File: config.mk
export PLATFORM = sky130hd
export DESIGN_NAME = lvd_top
export DESIGN_NICKNAME = d
export VERILOG_FILES = /design/src/design/lvd_pkg.sv /design/src/design/lvd_top.sv
export SDC_FILE = /design/constraint.sdc
export NUM_CORES = 1
export LEC_CHECK = 0
export BUFFER_PORTS_ARGS = -buffer_cell sky130_fd_sc_hd__buf_2
export CORE_MARGIN = 2
export CORE_UTILIZATION = 47
export CTS_CLUSTER_DIAMETER = 120
export DETAILED_ROUTE_END_ITERATION = 12
export HOLD_SLACK_MARGIN = 0.02
export PLACE_DENSITY = 0.79
export SYNTH_ARGS = -nofsm -noshare
export SYNTH_HDL_FRONTEND = slang
export SYNTH_SLANG_ARGS = --single-unit
File: constraint.sdc
create_clock -name mclk -period 1.7 [get_ports mclk]
set_input_delay 0.51 -clock mclk [delete_from_list [all_inputs] [get_ports mclk]]
set_output_delay 0.51 -clock mclk [all_outputs]
set_load 0.05 [all_outputs]
File: src/design/lvd_pkg.sv
package lvd_pkg;

  // register map of this block
  localparam logic [3:0] LVD_ADDR_CTRL   = 4'h0;
  localparam logic [3:0] LVD_ADDR_MFI    = 4'h1;
  localparam logic [3:0] LVD_ADDR_STATUS = 4'h2;
  localparam logic [3:0] LVD_ADDR_MASK   = 4'h3;

  // control register fields
  localparam int LVD_CTRL_SEL_LSB = 0;
  localparam int LVD_CTRL_VBG_BIT = 3;
  localparam int LVD_CTRL_EN_BIT  = 4;
  localparam int LVD_CTRL_UV_BIT  = 5;
  localparam logic [7:0] LVD_CTRL_RESET = 8'h00;

  // multi-function interrupt register fields
  localparam int LVD_MFI_IE_BIT   = 0;
  localparam int LVD_MFI_FLAG_BIT = 4;
  localparam logic [7:0] LVD_MFI_RESET = 8'h00;

  // status / mask bits
  localparam int LVD_ST_FLAG_BIT = 0;
  localparam int LVD_ST_UV_BIT   = 1;
  localparam logic [1:0] LVD_ST_RESET = 2'h0;

  localparam logic [2:0] LVD_SEL_EXT_PIN = 3'h0;

  // timing at 25 MHz
  localparam int LVD_CLK_NS        = 40;
  localparam int LVD_IRQ_DELAY_NS  = 120;
  localparam int LVD_IRQ_DELAY_CYC = (LVD_IRQ_DELAY_NS + LVD_CLK_NS - 1) / LVD_CLK_NS;
  localparam logic [7:0] LVD_IRQ_DELAY_CNT = 8'(LVD_IRQ_DELAY_CYC);

  typedef struct packed {
    logic       uv_meta;
    logic       uv_sync;
    logic       uv_prev;
    logic [7:0] dly_cnt;
    logic       dly_run;
    logic       det_en;
    logic       vbg_en;
    logic [2:0] sel;
    logic       irq_ie;
    logic       irq_flag;
    logic [1:0] status;
    logic [1:0] mask;
    logic [7:0] rdata;
    logic       irq;
    logic       wake;
    logic       req;
    logic       det_on;
    logic       bg_on;
    logic       sense_ext;
  } lvd_state_s;

endpackage : lvd_pkg

File: src/design/lvd_top.sv
// Contract
// RULE_01 - detector_enable at bit 4 switches the detector on when 1, off when 0
// RULE_02 - threshold_select codes 001 to 111 pick supply trip levels 2.2V to 4.0V
// RULE_03 - code 000 compares the external sense pin with 1.04V, else the supply
// RULE_04 - undervoltage_flag at bit 5 reads 1 while sensed voltage is below threshold
// RULE_05 - sleep mode forces the detector off regardless of detector_enable
// RULE_06 - software waits the settle delay before trusting undervoltage_flag
// RULE_07 - irq flag sets only after irq_delay following undervoltage_flag rising
// RULE_08 - pending low voltage request wakes from idle; set flag first to avoid (code: a preset flag with enable set also wakes)
// RULE_09 - bandgap on when detector on, reset function on, or bit 3 written 1
// RULE_10 - control bits 7 and 6 read zero; implemented bits clear at reset
// RULE_11 - software tolerates flag chatter near threshold; no filtering applied
// RULE_12 - low voltage request goes out through a multi-function interrupt group
// RULE_13 - low_voltage_irq_flag sits at bit 4 of the interrupt register
// RULE_14 - low_voltage_irq_enable sits at bit 0 and gates the request
// RULE_15 - irq flag stays set until written 0; software may set it by writing 1
`timescale 1ns/1ps
module lvd_top (
  input  wire logic       mclk,
  input  wire logic       rst,
  input  wire logic [3:0] addr,
  input  wire logic [7:0] wdata,
  input  wire logic       wr_stb,
  input  wire logic       rd_stb,
  output logic      [7:0] rdata,
  input  wire logic       sleep_mode,
  input  wire logic       idle_mode,
  input  wire logic       lvr_enable,
  input  wire logic       comp_below,
  output logic            detector_on,
  output logic            bandgap_on,
  output logic      [2:0] threshold_select,
  output logic            sense_external,
  output logic            mf_irq_req,
  output logic            idle_wake,
  output logic            irq
);

  lvd_pkg::lvd_state_s st_r;
  lvd_pkg::lvd_state_s st_nxt;

  function automatic logic [7:0] ctrl_word(input lvd_pkg::lvd_state_s s);
    logic [7:0] w;
    w = 8'h00;  // bits 7:6 stay zero  RULE_10
    w[lvd_pkg::LVD_CTRL_SEL_LSB +: 3] = s.sel;
    w[lvd_pkg::LVD_CTRL_VBG_BIT]      = s.vbg_en;
    w[lvd_pkg::LVD_CTRL_EN_BIT]       = s.det_en;
    w[lvd_pkg::LVD_CTRL_UV_BIT]       = s.uv_sync;  // RULE_04
    return w;
  endfunction : ctrl_word

  always_comb begin
    logic det_act;
    logic uv_now;
    logic rise;
    logic flag_set;
    det_act = 1'b0;
    uv_now = 1'b0;
    rise = 1'b0;
    flag_set = 1'b0;
    st_nxt = st_r;

    det_act = st_r.det_en & ~sleep_mode;  // RULE_01 RULE_05
    // comparator is analogue and asynchronous; two stages before use
    st_nxt.uv_meta = comp_below & det_act;
    st_nxt.uv_sync = st_r.uv_meta & det_act;  // RULE_04
    uv_now = st_r.uv_sync;
    // each rising chatter edge restarts the delay, each falling edge cancels it; no filtering  RULE_11
    st_nxt.uv_prev = uv_now;
    rise = uv_now & ~st_r.uv_prev;

    if (rise) begin
      st_nxt.dly_run = 1'b1;  // RULE_07
      st_nxt.dly_cnt = lvd_pkg::LVD_IRQ_DELAY_CNT;
    end else if (!uv_now) begin
      st_nxt.dly_run = 1'b0;
      st_nxt.dly_cnt = 8'h00;
    end else if (st_r.dly_run) begin
      if (st_r.dly_cnt == 8'h01) begin
        st_nxt.dly_run = 1'b0;
        flag_set = 1'b1;  // RULE_07
      end
      st_nxt.dly_cnt = st_r.dly_cnt - 8'h01;
    end

    if (wr_stb) begin
      unique case (addr)
        lvd_pkg::LVD_ADDR_CTRL: begin
          st_nxt.sel    = wdata[lvd_pkg::LVD_CTRL_SEL_LSB +: 3];  // RULE_02
          st_nxt.vbg_en = wdata[lvd_pkg::LVD_CTRL_VBG_BIT];
          st_nxt.det_en = wdata[lvd_pkg::LVD_CTRL_EN_BIT];  // RULE_01
        end
        lvd_pkg::LVD_ADDR_MFI: begin
          st_nxt.irq_ie   = wdata[lvd_pkg::LVD_MFI_IE_BIT];  // RULE_14
          st_nxt.irq_flag = wdata[lvd_pkg::LVD_MFI_FLAG_BIT];  // RULE_15
        end
        lvd_pkg::LVD_ADDR_STATUS: st_nxt.status = st_r.status & ~wdata[1:0];
        lvd_pkg::LVD_ADDR_MASK:   st_nxt.mask = wdata[1:0];
        default: ;
      endcase
    end
    // hardware set wins over a software clear in the same cycle
    if (flag_set) st_nxt.irq_flag = 1'b1;  // RULE_15
    if (flag_set) st_nxt.status[lvd_pkg::LVD_ST_FLAG_BIT] = 1'b1;
    if (rise) st_nxt.status[lvd_pkg::LVD_ST_UV_BIT] = 1'b1;

    st_nxt.rdata = 8'h00;
    if (rd_stb) begin
      unique case (addr)
        lvd_pkg::LVD_ADDR_CTRL: st_nxt.rdata = ctrl_word(st_r);
        lvd_pkg::LVD_ADDR_MFI: begin
          st_nxt.rdata[lvd_pkg::LVD_MFI_IE_BIT]   = st_r.irq_ie;  // RULE_14
          st_nxt.rdata[lvd_pkg::LVD_MFI_FLAG_BIT] = st_r.irq_flag;  // RULE_13
        end
        lvd_pkg::LVD_ADDR_STATUS: st_nxt.rdata = {6'h00, st_r.status};
        lvd_pkg::LVD_ADDR_MASK:   st_nxt.rdata = {6'h00, st_r.mask};
        default:                  st_nxt.rdata = 8'h00;
      endcase
    end

    st_nxt.det_on    = det_act;
    st_nxt.bg_on     = det_act | lvr_enable | st_r.vbg_en;  // RULE_09
    st_nxt.sense_ext = (st_r.sel == lvd_pkg::LVD_SEL_EXT_PIN);  // RULE_03
    st_nxt.irq       = |(st_nxt.status & st_nxt.mask);
    // registered so the request pin comes straight from a flop  RULE_12
    st_nxt.req       = st_nxt.irq_flag & st_nxt.irq_ie;  // RULE_14
    // a pending request wakes idle; a preset flag with irq_ie set wakes it as well  RULE_08
    st_nxt.wake      = idle_mode & st_nxt.irq_flag & st_nxt.irq_ie;
  end

  always_ff @(posedge mclk or posedge rst) begin
    if (rst) begin
      st_r <= '0;  // RULE_10
    end else begin
      st_r <= st_nxt;
    end
  end

  assign rdata            = st_r.rdata;
  assign detector_on      = st_r.det_on;
  assign bandgap_on       = st_r.bg_on;
  assign threshold_select = st_r.sel;  // RULE_02
  assign sense_external   = st_r.sense_ext;  // RULE_03
  assign mf_irq_req       = st_r.req;  // RULE_12
  assign idle_wake        = st_r.wake;
  assign irq              = st_r.irq;

endmodule : lvd_top

==> results of run 1 <==
==> registers in the layout (all words and copies together) (netlist names) <==
register          flops
bandgap_on            1
detector_on           1
idle_wake             1
irq                   1
mf_irq_req            1
rdata                 6
sense_external        1
st_nxt                1
st_r                 19
threshold_select      3
==> per-stage QoR <==
stage	utilization [%]	setup WS, ns	instance area [um^2]	instances	total power, uW
after detailed placement	56.8	-0.105	1750	208	1440
after global placement	56.8	-0.0814	1750	208	1420
after global routing	59.8	-0.180	1840	219	1950
after CTS	58.5	-0.114	1800	216	1850
after floorplan	-	-0.0244	1550	135	1340
final	59.8	-0.149	1840	219	1850
==> worst register-to-register path, cell delays in order (launching register included) <==
cell and delay (ns):
dfrtp_1 0.39, or4_4 0.54, or4_4 0.44, buf_4 0.16
o311ai_4 0.06, and3_1 0.19
==> per-layer routing <==
metal | routed length (um) | part of all wire (%)
met3 | 198 | 6.5
met4 | 55 | 1.8
met2 | 1540 | 50
met1 | 1270 | 41
met5 | 0 | 0
==> cell usage after synthesis (2+ instances only) <==
master	count	area share, %
ha_1	2	1.6
o21ai_1	3	0.97
nor4_1	2	0.81
and2_1	5	2.0
nor2_1	8	1.9
o21ai_0	2	0.65
nor3_1	5	1.6
xnor2_1	4	2.3
or3b_1	2	1.1
mux2_1	6	4.4
dfrtp_1	35	57
nand3_1	2	0.65
nand2_1	6	1.5
or4_4	2	1.5
mux2i_1	3	1.9
or3_1	3	1.2
buf_4	11	5.3
nand4b_1	2	1.1
nand2b_1	2	0.81
a21oi_1	5	1.6
and3_1	2	0.81
inv_1	9	2.2
==> area by class of cell <==
cell class                      count  area share, %
Tap cell                           44           2.99
Timing Repair Buffer               45           14.1
Clock buffer                        7           2.45
Sequential cell                    35           47.6
Inverter                            9           1.84
Multi-Input combinational cell     78           30.7
Clock inverter                      1          0.272
==> what timing repair did <==
item | in CTS | in global routing
pin swaps | 2 | 2
hold endpoints to repair | 0 | 0
setup buffers | 0 | 3
setup endpoints to repair | 3 | 5
gates resized for setup | 0 | 3
==> worst max path at each step <==
stage          slack, ns                   to                  from
3_3_place_gp       -0.08  idle_wake$_DFF_PP0_               addr[3]
4_1_cts            -0.11        irq$_DFF_PP0_  st_r[29]$_DFFE_PP0P_
2_1_floorplan      -0.02        irq$_DFF_PP0_  st_r[29]$_DFFE_PP0P_
3_5_place_dp       -0.10  idle_wake$_DFF_PP0_               addr[3]
5_1_grt            -0.18  idle_wake$_DFF_PP0_  st_r[29]$_DFFE_PP0P_
6_report           -0.15  idle_wake$_DFF_PP0_  st_r[29]$_DFFE_PP0P_
==> power breakdown <==
part           internal [uW]  switching, uW
combinational            144            309
clock                    161            252
sequential               928           54.2
==> logic make-up (layout without fill, tap and decap cells) <==
| family | after synthesis | count (layout) |
|---|---|---|
| AND/OR/NAND/NOR | 43 | 43 |
| flip-flops | 35 | 35 |
| buffers and inverters | 22 | 62 |
| AO/OA/AOI/OAI | 16 | 16 |
| multiplexers | 10 | 10 |
| XOR/XNOR | 5 | 5 |
| adder cells (fa/ha/maj) | 2 | 2 |
| other | 1 | 2 |
==> summary.md, run 1 <==
| Metric | Value |
|---|---|
| Status | `finished, violations left` |
| Failing checks | `negative setup slack` |
| RSZ-0062 raised after global routing | `yes` |
| Worst path depth | `5` |
| Seq cells post-synth | `35` |
| Sink Count | `35` |
| Worst path cell trace | `or4_4 -> or4_4 -> buf_4 -> o311ai_4 -> and3_1` |
| CTS H-tree depth | `2` |
| First-pass GRT wire length | `5.23 mm` |
| Die area | `0.00376 mm^2` |
| Num ports | `37` |
| Reg2reg path depth | `5` |
| Core box area | `0.00308 mm^2` |
| Worst R2R End | `idle_wake$_DFF_PP0_` |
| Row count | `20` |
| Total gr overflow | `0` |
| Pwr per Cell Area | `1000 mW/mm^2` |
| Critical Path Fanout Max | `3` |
| Post-synthesis simple-gate area fraction | `16.0%` |
| Maximum vdd drop | `0.000581 V` |
| Yosys cell types | `35` |
| Final net count | `196` |
| Global routing's busiest layer | `met2` |
| Drt total wl | `3.06 mm` |
| Hold slack final | `0.256 ns` |
| Crit start category | `flip-flop` |
| TNS Setup | `-0.486 ns` |
| CP Capture Type | `flip-flop` |
| Initial Util | `50.2%` |
| R2R setup slack | `-0.15 ns` |
| Met1 Track Usage GR | `22.7%` |
| Req. time, crit path | `1.97 ns` |
| # diodes | `0` |
| Critical Path AT | `2.12 ns` |
| DR DRC count | `0` |
| Largest net degree at the start of global routing | `36` |
| Critical path's slowest cell | `or4_4` |
| Area delta synth->final | `19.2%` |
| Xor/xnor share of the synthesized area | `2.84%` |
| Synthesized area | `0.00154 mm^2` |
| Fin. max-slew vios | `0` |
| Post-route setup slack | `-0.149 ns` |
| Crit Path Category | `flip-flop to flip-flop` |
| Tot GR Track Use | `19.6%` |
| Commonest non-fill, non-tap cell in the layout | `dfrtp_1` |
| Initial drt markers | `25` |
| FF-to-FF Start | `st_r[29]$_DFFE_PP0P_` |
| Synth Area in Adders | `1.62%` |
| Leakage | `0.000931 uW` |
| Vias/cell | `5.02` |
| Vias | `1099` |
| CTS tree | `built` |
| Final setup viols | `4` |
| Worst path most repeated cell | `or4_4` |
| Area occupied by registers | `876 um^2` |
| Crit-path leading delay family | `simple AND/OR/NAND/NOR gates` |
| Clock Path Buffers | `2` |
| Crit path buf inv count | `1` |
| Grt met2 use | `33.7%` |
| Most frequent cells in the layout | `dfrtp_1, buf_2, buf_4, inv_1, nor2_1` |
| Wire per inst | `14.0 um` |
| Number of synthesized flops with an enable pin | `0` |
| Clock Tree Root | `clkbuf_4` |
| Footprint of the multi-input gates | `566 um^2` |
| DR pass1 iterations | `4` |
| # Max-Cap Violations | `0` |
| Main combinational cell family by area after synthesis | `simple AND/OR/NAND/NOR gates` |
| Worst-path clk slew | `0.10 ns` |
| Worst-Skew Late Latency | `0.33 ns` |
| Clock skew | `0.00720 ns` |
| Die width | `61.3 um` |
| Fmax | `0.541 GHz` |
| Initial antenna violation count | `0` |
| Post-route ant nets | `0` |
| Ys flop type | `dfrtp_1` |
| Number of buffers created by CTS | `5` |
| YS warnings | `0` |
| Cells after Synth | `134` |
| Dpl hpwl | `2.27 mm` |
| HP Class | `primary input to asynchronous set/reset pin` |
| Post-synthesis mux area share | `7.78%` |
| Vias in the first global route | `1161` |
| Seq/Total Area, Yosys | `56.7%` |
| Filler Cell Count | `276` |
| Port bufs | `31` |
| Cts hold-fix bufs | `0` |
| Fraction of registers with async set/reset | `100%` |
| Period utilization | `109%` |
| Critical path's largest stage delay | `0.54 ns` |
| Die height | `61.3 um` |
| Layout cells sized above 1 | `32.6%` |
| Routability cong. | `0.736` |
| Compound-Gate Fraction of Synth Area | `6.73%` |
| Synthesized area per cell | `11.5 um^2` |
| Final Hold Viols | `0` |
| Final Critical Period | `1.85 ns` |
| Met3 Usage GRT | `5.46%` |
Note: power is estimated with default switching activity, not from simulation.
==> run 2, diff against run 1 <==
Settings changed: PLACE_DENSITY 0.79 to 0.8.
==> summary.md, run 2 (same netlist as run 1, synthesis figures left out) <==
| Metric | Value |
|---|---|
| Status | `finished, violations left` |
| Failing checks | `negative setup slack` |
| Maximum vdd drop | `0.000539 V` |
| Worst path cell trace | `or4_4 -> or4_4 -> a21boi_4 -> o22ai_2` |
| Final setup viols | `3` |
| Largest Register | `st_r` |
| Clock Tree Root | `clkbuf_4` |
| Placed Instance Area | `0.00175 mm^2` |
| Req. time, crit path | `1.97 ns` |
| Worst path most repeated cell | `or4_4` |
| Dpl hpwl | `2.21 mm` |
| Critical Path AT | `2.05 ns` |
| Largest net degree at the start of global routing | `36` |
| Worst-Skew Late Latency | `0.34 ns` |
| Wire per inst | `14.4 um` |
| Vias | `1090` |
| Final net count | `194` |
| Cts hold-fix bufs | `0` |
| Leakage | `0.000936 uW` |
| Critical Path Fanout Max | `2` |
| Critical path's largest stage delay | `0.54 ns` |
| Tot GR Track Use | `20.2%` |
| Crit path buf inv count | `0` |
| Footprint of the multi-input gates | `569 um^2` |
| CTS H-tree depth | `2` |
| Drt total wl | `3.13 mm` |
| Critical path's slowest cell | `or4_4` |
| Initial drt markers | `9` |
| Clock skew | `0.00575 ns` |
| Crit start category | `flip-flop` |
| Vias/cell | `5.02` |
| DR pass1 iterations | `4` |
| Final Hold Viols | `0` |
| Period utilization | `105%` |
| # diodes | `0` |
| Total gr overflow | `0` |
| Sink Count | `35` |
| Fmax | `0.560 GHz` |
| Fin. max-slew vios | `0` |
| Row count | `20` |
| CP Capture Type | `flip-flop` |
| Crit Path Category | `flip-flop to flip-flop` |
| Filler Cell Count | `270` |
| Routability cong. | `0.799` |
| Post-route ant nets | `0` |
| Num ports | `37` |
| Design Area, Final | `0.00185 mm^2` |
| Port bufs | `31` |
| Pwr per Cell Area | `1060 mW/mm^2` |
| Area delta synth->final | `19.7%` |
| First-pass GRT wire length | `5.32 mm` |
| Number of buffers created by CTS | `5` |
| Final Critical Period | `1.79 ns` |
| Area occupied by registers | `876 um^2` |
| Initial antenna violation count | `0` |
| CTS tree | `built` |
| Die area | `0.00376 mm^2` |
| Initial Util | `50.2%` |
| Worst-path clk slew | `0.10 ns` |
| # Max-Cap Violations | `0` |
| RSZ-0062 raised after global routing | `yes` |
| Core box area | `0.00308 mm^2` |
| Post-route setup slack | `-0.0854 ns` |
| Die width | `61.3 um` |
| Crit-path leading delay family | `simple AND/OR/NAND/NOR gates` |
| Max reg flops | `19` |
| Commonest non-fill, non-tap cell in the layout | `dfrtp_1` |
| DR DRC count | `0` |
| Clock Path Buffers | `2` |
| HP Class | `primary input to asynchronous set/reset pin` |
| Most frequent cells in the layout | `dfrtp_1, buf_2, buf_4, inv_1, nor2_1` |
| Tot Pwr | `1950 uW` |
| Vias in the first global route | `1151` |
| Fin util | `60.0%` |
| Die height | `61.3 um` |
| Layout cells sized above 1 | `32.9%` |
-- run 2: path summary, 6_finish.rpt --
check / start / to / slack (ns) / cells past startpoint
worst max register to register: st_r[29]$_DFFE_PP0P_ / irq$_DFF_PP0_ / -0.09 / 4
max in group asynchronous: rst / st_r[23]$_DFFE_PP0P_ / 1.14 / 3
worst min-delay path: rst / irq$_DFF_PP0_ / 0.25 / 3
min in group mclk: sleep_mode / detector_on$_DFF_PP0_ / 0.35 / 2
worst max-delay path: st_r[29]$_DFFE_PP0P_ / irq$_DFF_PP0_ / -0.09 / 4
worst min register to register: st_nxt[34]$_DFF_PP0_ / st_r[34]$_DFF_PP0_ / 0.44 / 0
-- run 2: routing by layer --
layer	global-route usage, %	part of all wire (%)
met1	23.1	41
met2	35.0	52
met3	7.14	5.2
met4	7.45	1.7
met5	0	0
-- run 2: area by class of cell --
class,count,area share (%)
Multi-Input combinational cell,78,30.8
Timing Repair Buffer,43,13.3
Clock buffer,8,3.72
Sequential cell,35,47.4
Tap cell,44,2.98
Inverter,9,1.83
-- run 2: power breakdown --
| part | total [uW] | switching (uW) | internal, uW |
|---|---|---|---|
| combinational | 451 | 311 | 140 |
| sequential | 984 | 55.8 | 928 |
| clock | 514 | 271 | 243 |
| total | 1950 | 638 | 1310 |
-- run 2: stage by stage --
step	hold slack, ns	std cells	setup TNS [ns]	setup slack [ns]
floorplan	0.395	135	-0.0244	-0.0244
global placement	0.414	208	-0.442	-0.0822
detailed placement	0.410	208	-0.693	-0.136
CTS	0.243	216	-0.165	-0.0989
global route	0.293	217	-0.275	-0.118
finish	0.248	217	-0.141	-0.0854
-- run 2: tightest hold or removal path, cell delays in order --
cell and delay (ns):
buf_2 0.10, inv_1 0.04, buf_4 0.38
-- run 2: repair_timing --
action,in CTS,in global routing
gates cloned,0,0
resized for setup,3,1
pin swaps,2,0
setup endpoints to repair,3,4
buffers inserted,0,1
==> run 3, diff against run 2 <==
Settings changed: ABC_AREA from default to 1.
==> summary.md, run 3 <==
| Metric | Value |
|---|---|
| Status | `complete, no violations` |
| First-pass GRT wire length | `4.73 mm` |
| Cells after Synth | `182` |
| Initial drt markers | `66` |
| DR pass1 iterations | `4` |
| DR DRC count | `0` |
| Crit path buf inv count | `1` |
| Crit-path leading delay family | `flip-flops` |
| Synthesized area per cell | `8.82 um^2` |
| Max reg flops | `19` |
| Commonest non-fill, non-tap cell in the layout | `nand2_1` |
| Cts hold-fix bufs | `0` |
| Row count | `21` |
| Final setup viols | `0` |
| Yosys cell types | `25` |
| Vias in the first global route | `1139` |
| Clock Path Buffers | `2` |
| R2R setup slack | `0.51 ns` |
| Largest net degree at the start of global routing | `36` |
| Pwr per Cell Area | `1070 mW/mm^2` |
| Critical Path Fanout Max | `4` |
| Wire per inst | `10.6 um` |
| Final net count | `233` |
| Initial antenna violation count | `0` |
| Commonest cells in the netlist | `nand2_1, dfrtp_1, nor2_1` |
| Synth top area share | `54.6%` |
| Period utilization | `91.1%` |
| Non-filler cells, final | `258` |
| Layout cells sized above 1 | `25.9%` |
| Critical path's largest stage delay | `0.41 ns` |
| Number of buffers created by CTS | `5` |
| HP Class | `primary input to asynchronous set/reset pin` |
| Post-route ant nets | `0` |
| Crit Path Category | `flip-flop to primary output` |
| Synthesized area | `0.00161 mm^2` |
| Most common cell in the synthesized netlist | `nand2_1` |
| Fraction of registers with async set/reset | `100%` |
| # Max-Cap Violations | `0` |
| TNS Setup | `0 ns` |
| Hold slack final | `0.235 ns` |
| Maximum vdd drop | `0.000434 V` |
| Global routing's busiest layer | `met2` |
| Worst-Skew Late Latency | `0.34 ns` |
| Met1 Track Usage GR | `19.4%` |
| Drt total wl | `2.73 mm` |
| Most frequent cells in the layout | `nand2_1, dfrtp_1, buf_2, nor2_1, inv_1` |
| RSZ-0062 raised after global routing | `no` |
| YS warnings | `0` |
| Dpl hpwl | `2.03 mm` |
| Seq cells post-synth | `35` |
| Num ports | `37` |
| Fmax | `0.646 GHz` |
| Die area | `0.00390 mm^2` |
| Worst-path clk slew | `0.11 ns` |
| Clock skew | `0.00990 ns` |
| # diodes | `0` |
| Area delta synth->final | `13.9%` |
| Clock Tree Root | `clkbuf_4` |
| Met3 Usage GRT | `5.59%` |
| CTS tree | `built` |
| Setup Buffers After CTS | `0` |
| Seq/Total Area, Yosys | `54.6%` |
| Ys flop type | `dfrtp_1` |
| Leakage | `0.000979 uW` |
| Routability cong. | `0.789` |
| Placed insts | `250` |
| Final Hold Viols | `0` |
| Total gr overflow | `0` |
| Die height | `62.4 um` |
| Die width | `62.4 um` |
| Critical Path AT | `1.04 ns` |
| Number of synthesized flops with an enable pin | `0` |
| Critical path's slowest cell | `dfrtp_1` |
| Main area contributors after synthesis | `dfrtp_1, nand2_1, buf_4` |
| Port bufs | `31` |
| CP Capture Type | `primary output` |
| Largest Register | `st_r` |
| CTS H-tree depth | `2` |
| Crit start category | `flip-flop` |
| Worst path cell trace | `buf_2` |
| Fin. max-slew vios | `0` |
| Tot GR Track Use | `15.5%` |
| Vias/cell | `4.67` |
| Core box area | `0.00331 mm^2` |
| Req. time, crit path | `1.19 ns` |
| Post_cts resized | `0` |
| Yosys top cell by area | `dfrtp_1` |
| Vias | `1205` |
| Sink Count | `35` |
| Design Area, Final | `0.00183 mm^2` |
| Placed Instance Area | `0.00175 mm^2` |
| Initial Util | `48.5%` |
| Final Critical Period | `1.55 ns` |
| Grt met2 use | `24.5%` |
-- run 3: cell count changes in the layout (fill, tap and decap cells not counted), moves of 6 or more --
| cell | delta |
|---|---|
| inv_1 | +11 |
| nor2_1 | +14 |
| mux2_1 | -6 |
| inv_2 | +6 |
| buf_4 | -11 |
| nand2_1 | +30 |
| nand4_1 | +6 |
-- run 3: stage by stage --
stage | power [uW] | util, % | setup WS (ns)
after global placement | 1370 | 52.8 | 0.232
after CTS | 1980 | 55.2 | 0.134
after detailed placement | 1380 | 52.8 | 0.227
final | 1950 | 55.2 | 0.151
after global routing | 2060 | 55.2 | 0.0821
after floorplan | 1300 | - | 0.414
-- run 3: power by group --
group	total [uW]	switching [uW]	internal, uW	leakage [uW]
Sequential	965	46.4	918	0.000451
Combinational	395	295	100	0.000483
Clock	593	284	309	0.0000452
-- run 3: kinds of logic after synthesis --
kind of cell	Yosys count	synth area share, %
buf+inv	38	11.5
simple gates	82	23.9
flops	35	54.6
other cells	1	0.234
fa+ha+maj	2	1.56
compound gates	24	8.26
-- run 3: path summary, 6_finish.rpt --
kind | depth (start not counted) | end | start
min | 3 | threshold_select[0]$_DFFE_PP0P_ | rst
min reg2reg | 1 | sense_external$_DFF_PP0_ | threshold_select[2]$_DFFE_PP0P_
max in group asynchronous | 3 | st_r[27]$_DFFE_PP0P_ | rst
min in group mclk | 2 | detector_on$_DFF_PP0_ | sleep_mode
max | 1 | threshold_select[0] | threshold_select[0]$_DFFE_PP0P_
max reg2reg | 6 | st_r[33]$_DFFE_PP0P_ | st_r[28]$_DFFE_PP0P_
-- run 3: cell type report --
class	count	area, um^2
clock buffers	5	37.5
well taps	46	57.6
repair buffers	32	163
fillers	317	1480
multi-input cells	110	549
clock inverters	3	43.8
inverters	27	101
flip-flops and latches	35	876
-- run 3: layer usage --
layer  up-vias  wire length, um
met5         -                0
met4         0               59
met3         6              140
met2        27             1240
met1       542             1290
li1        630                -
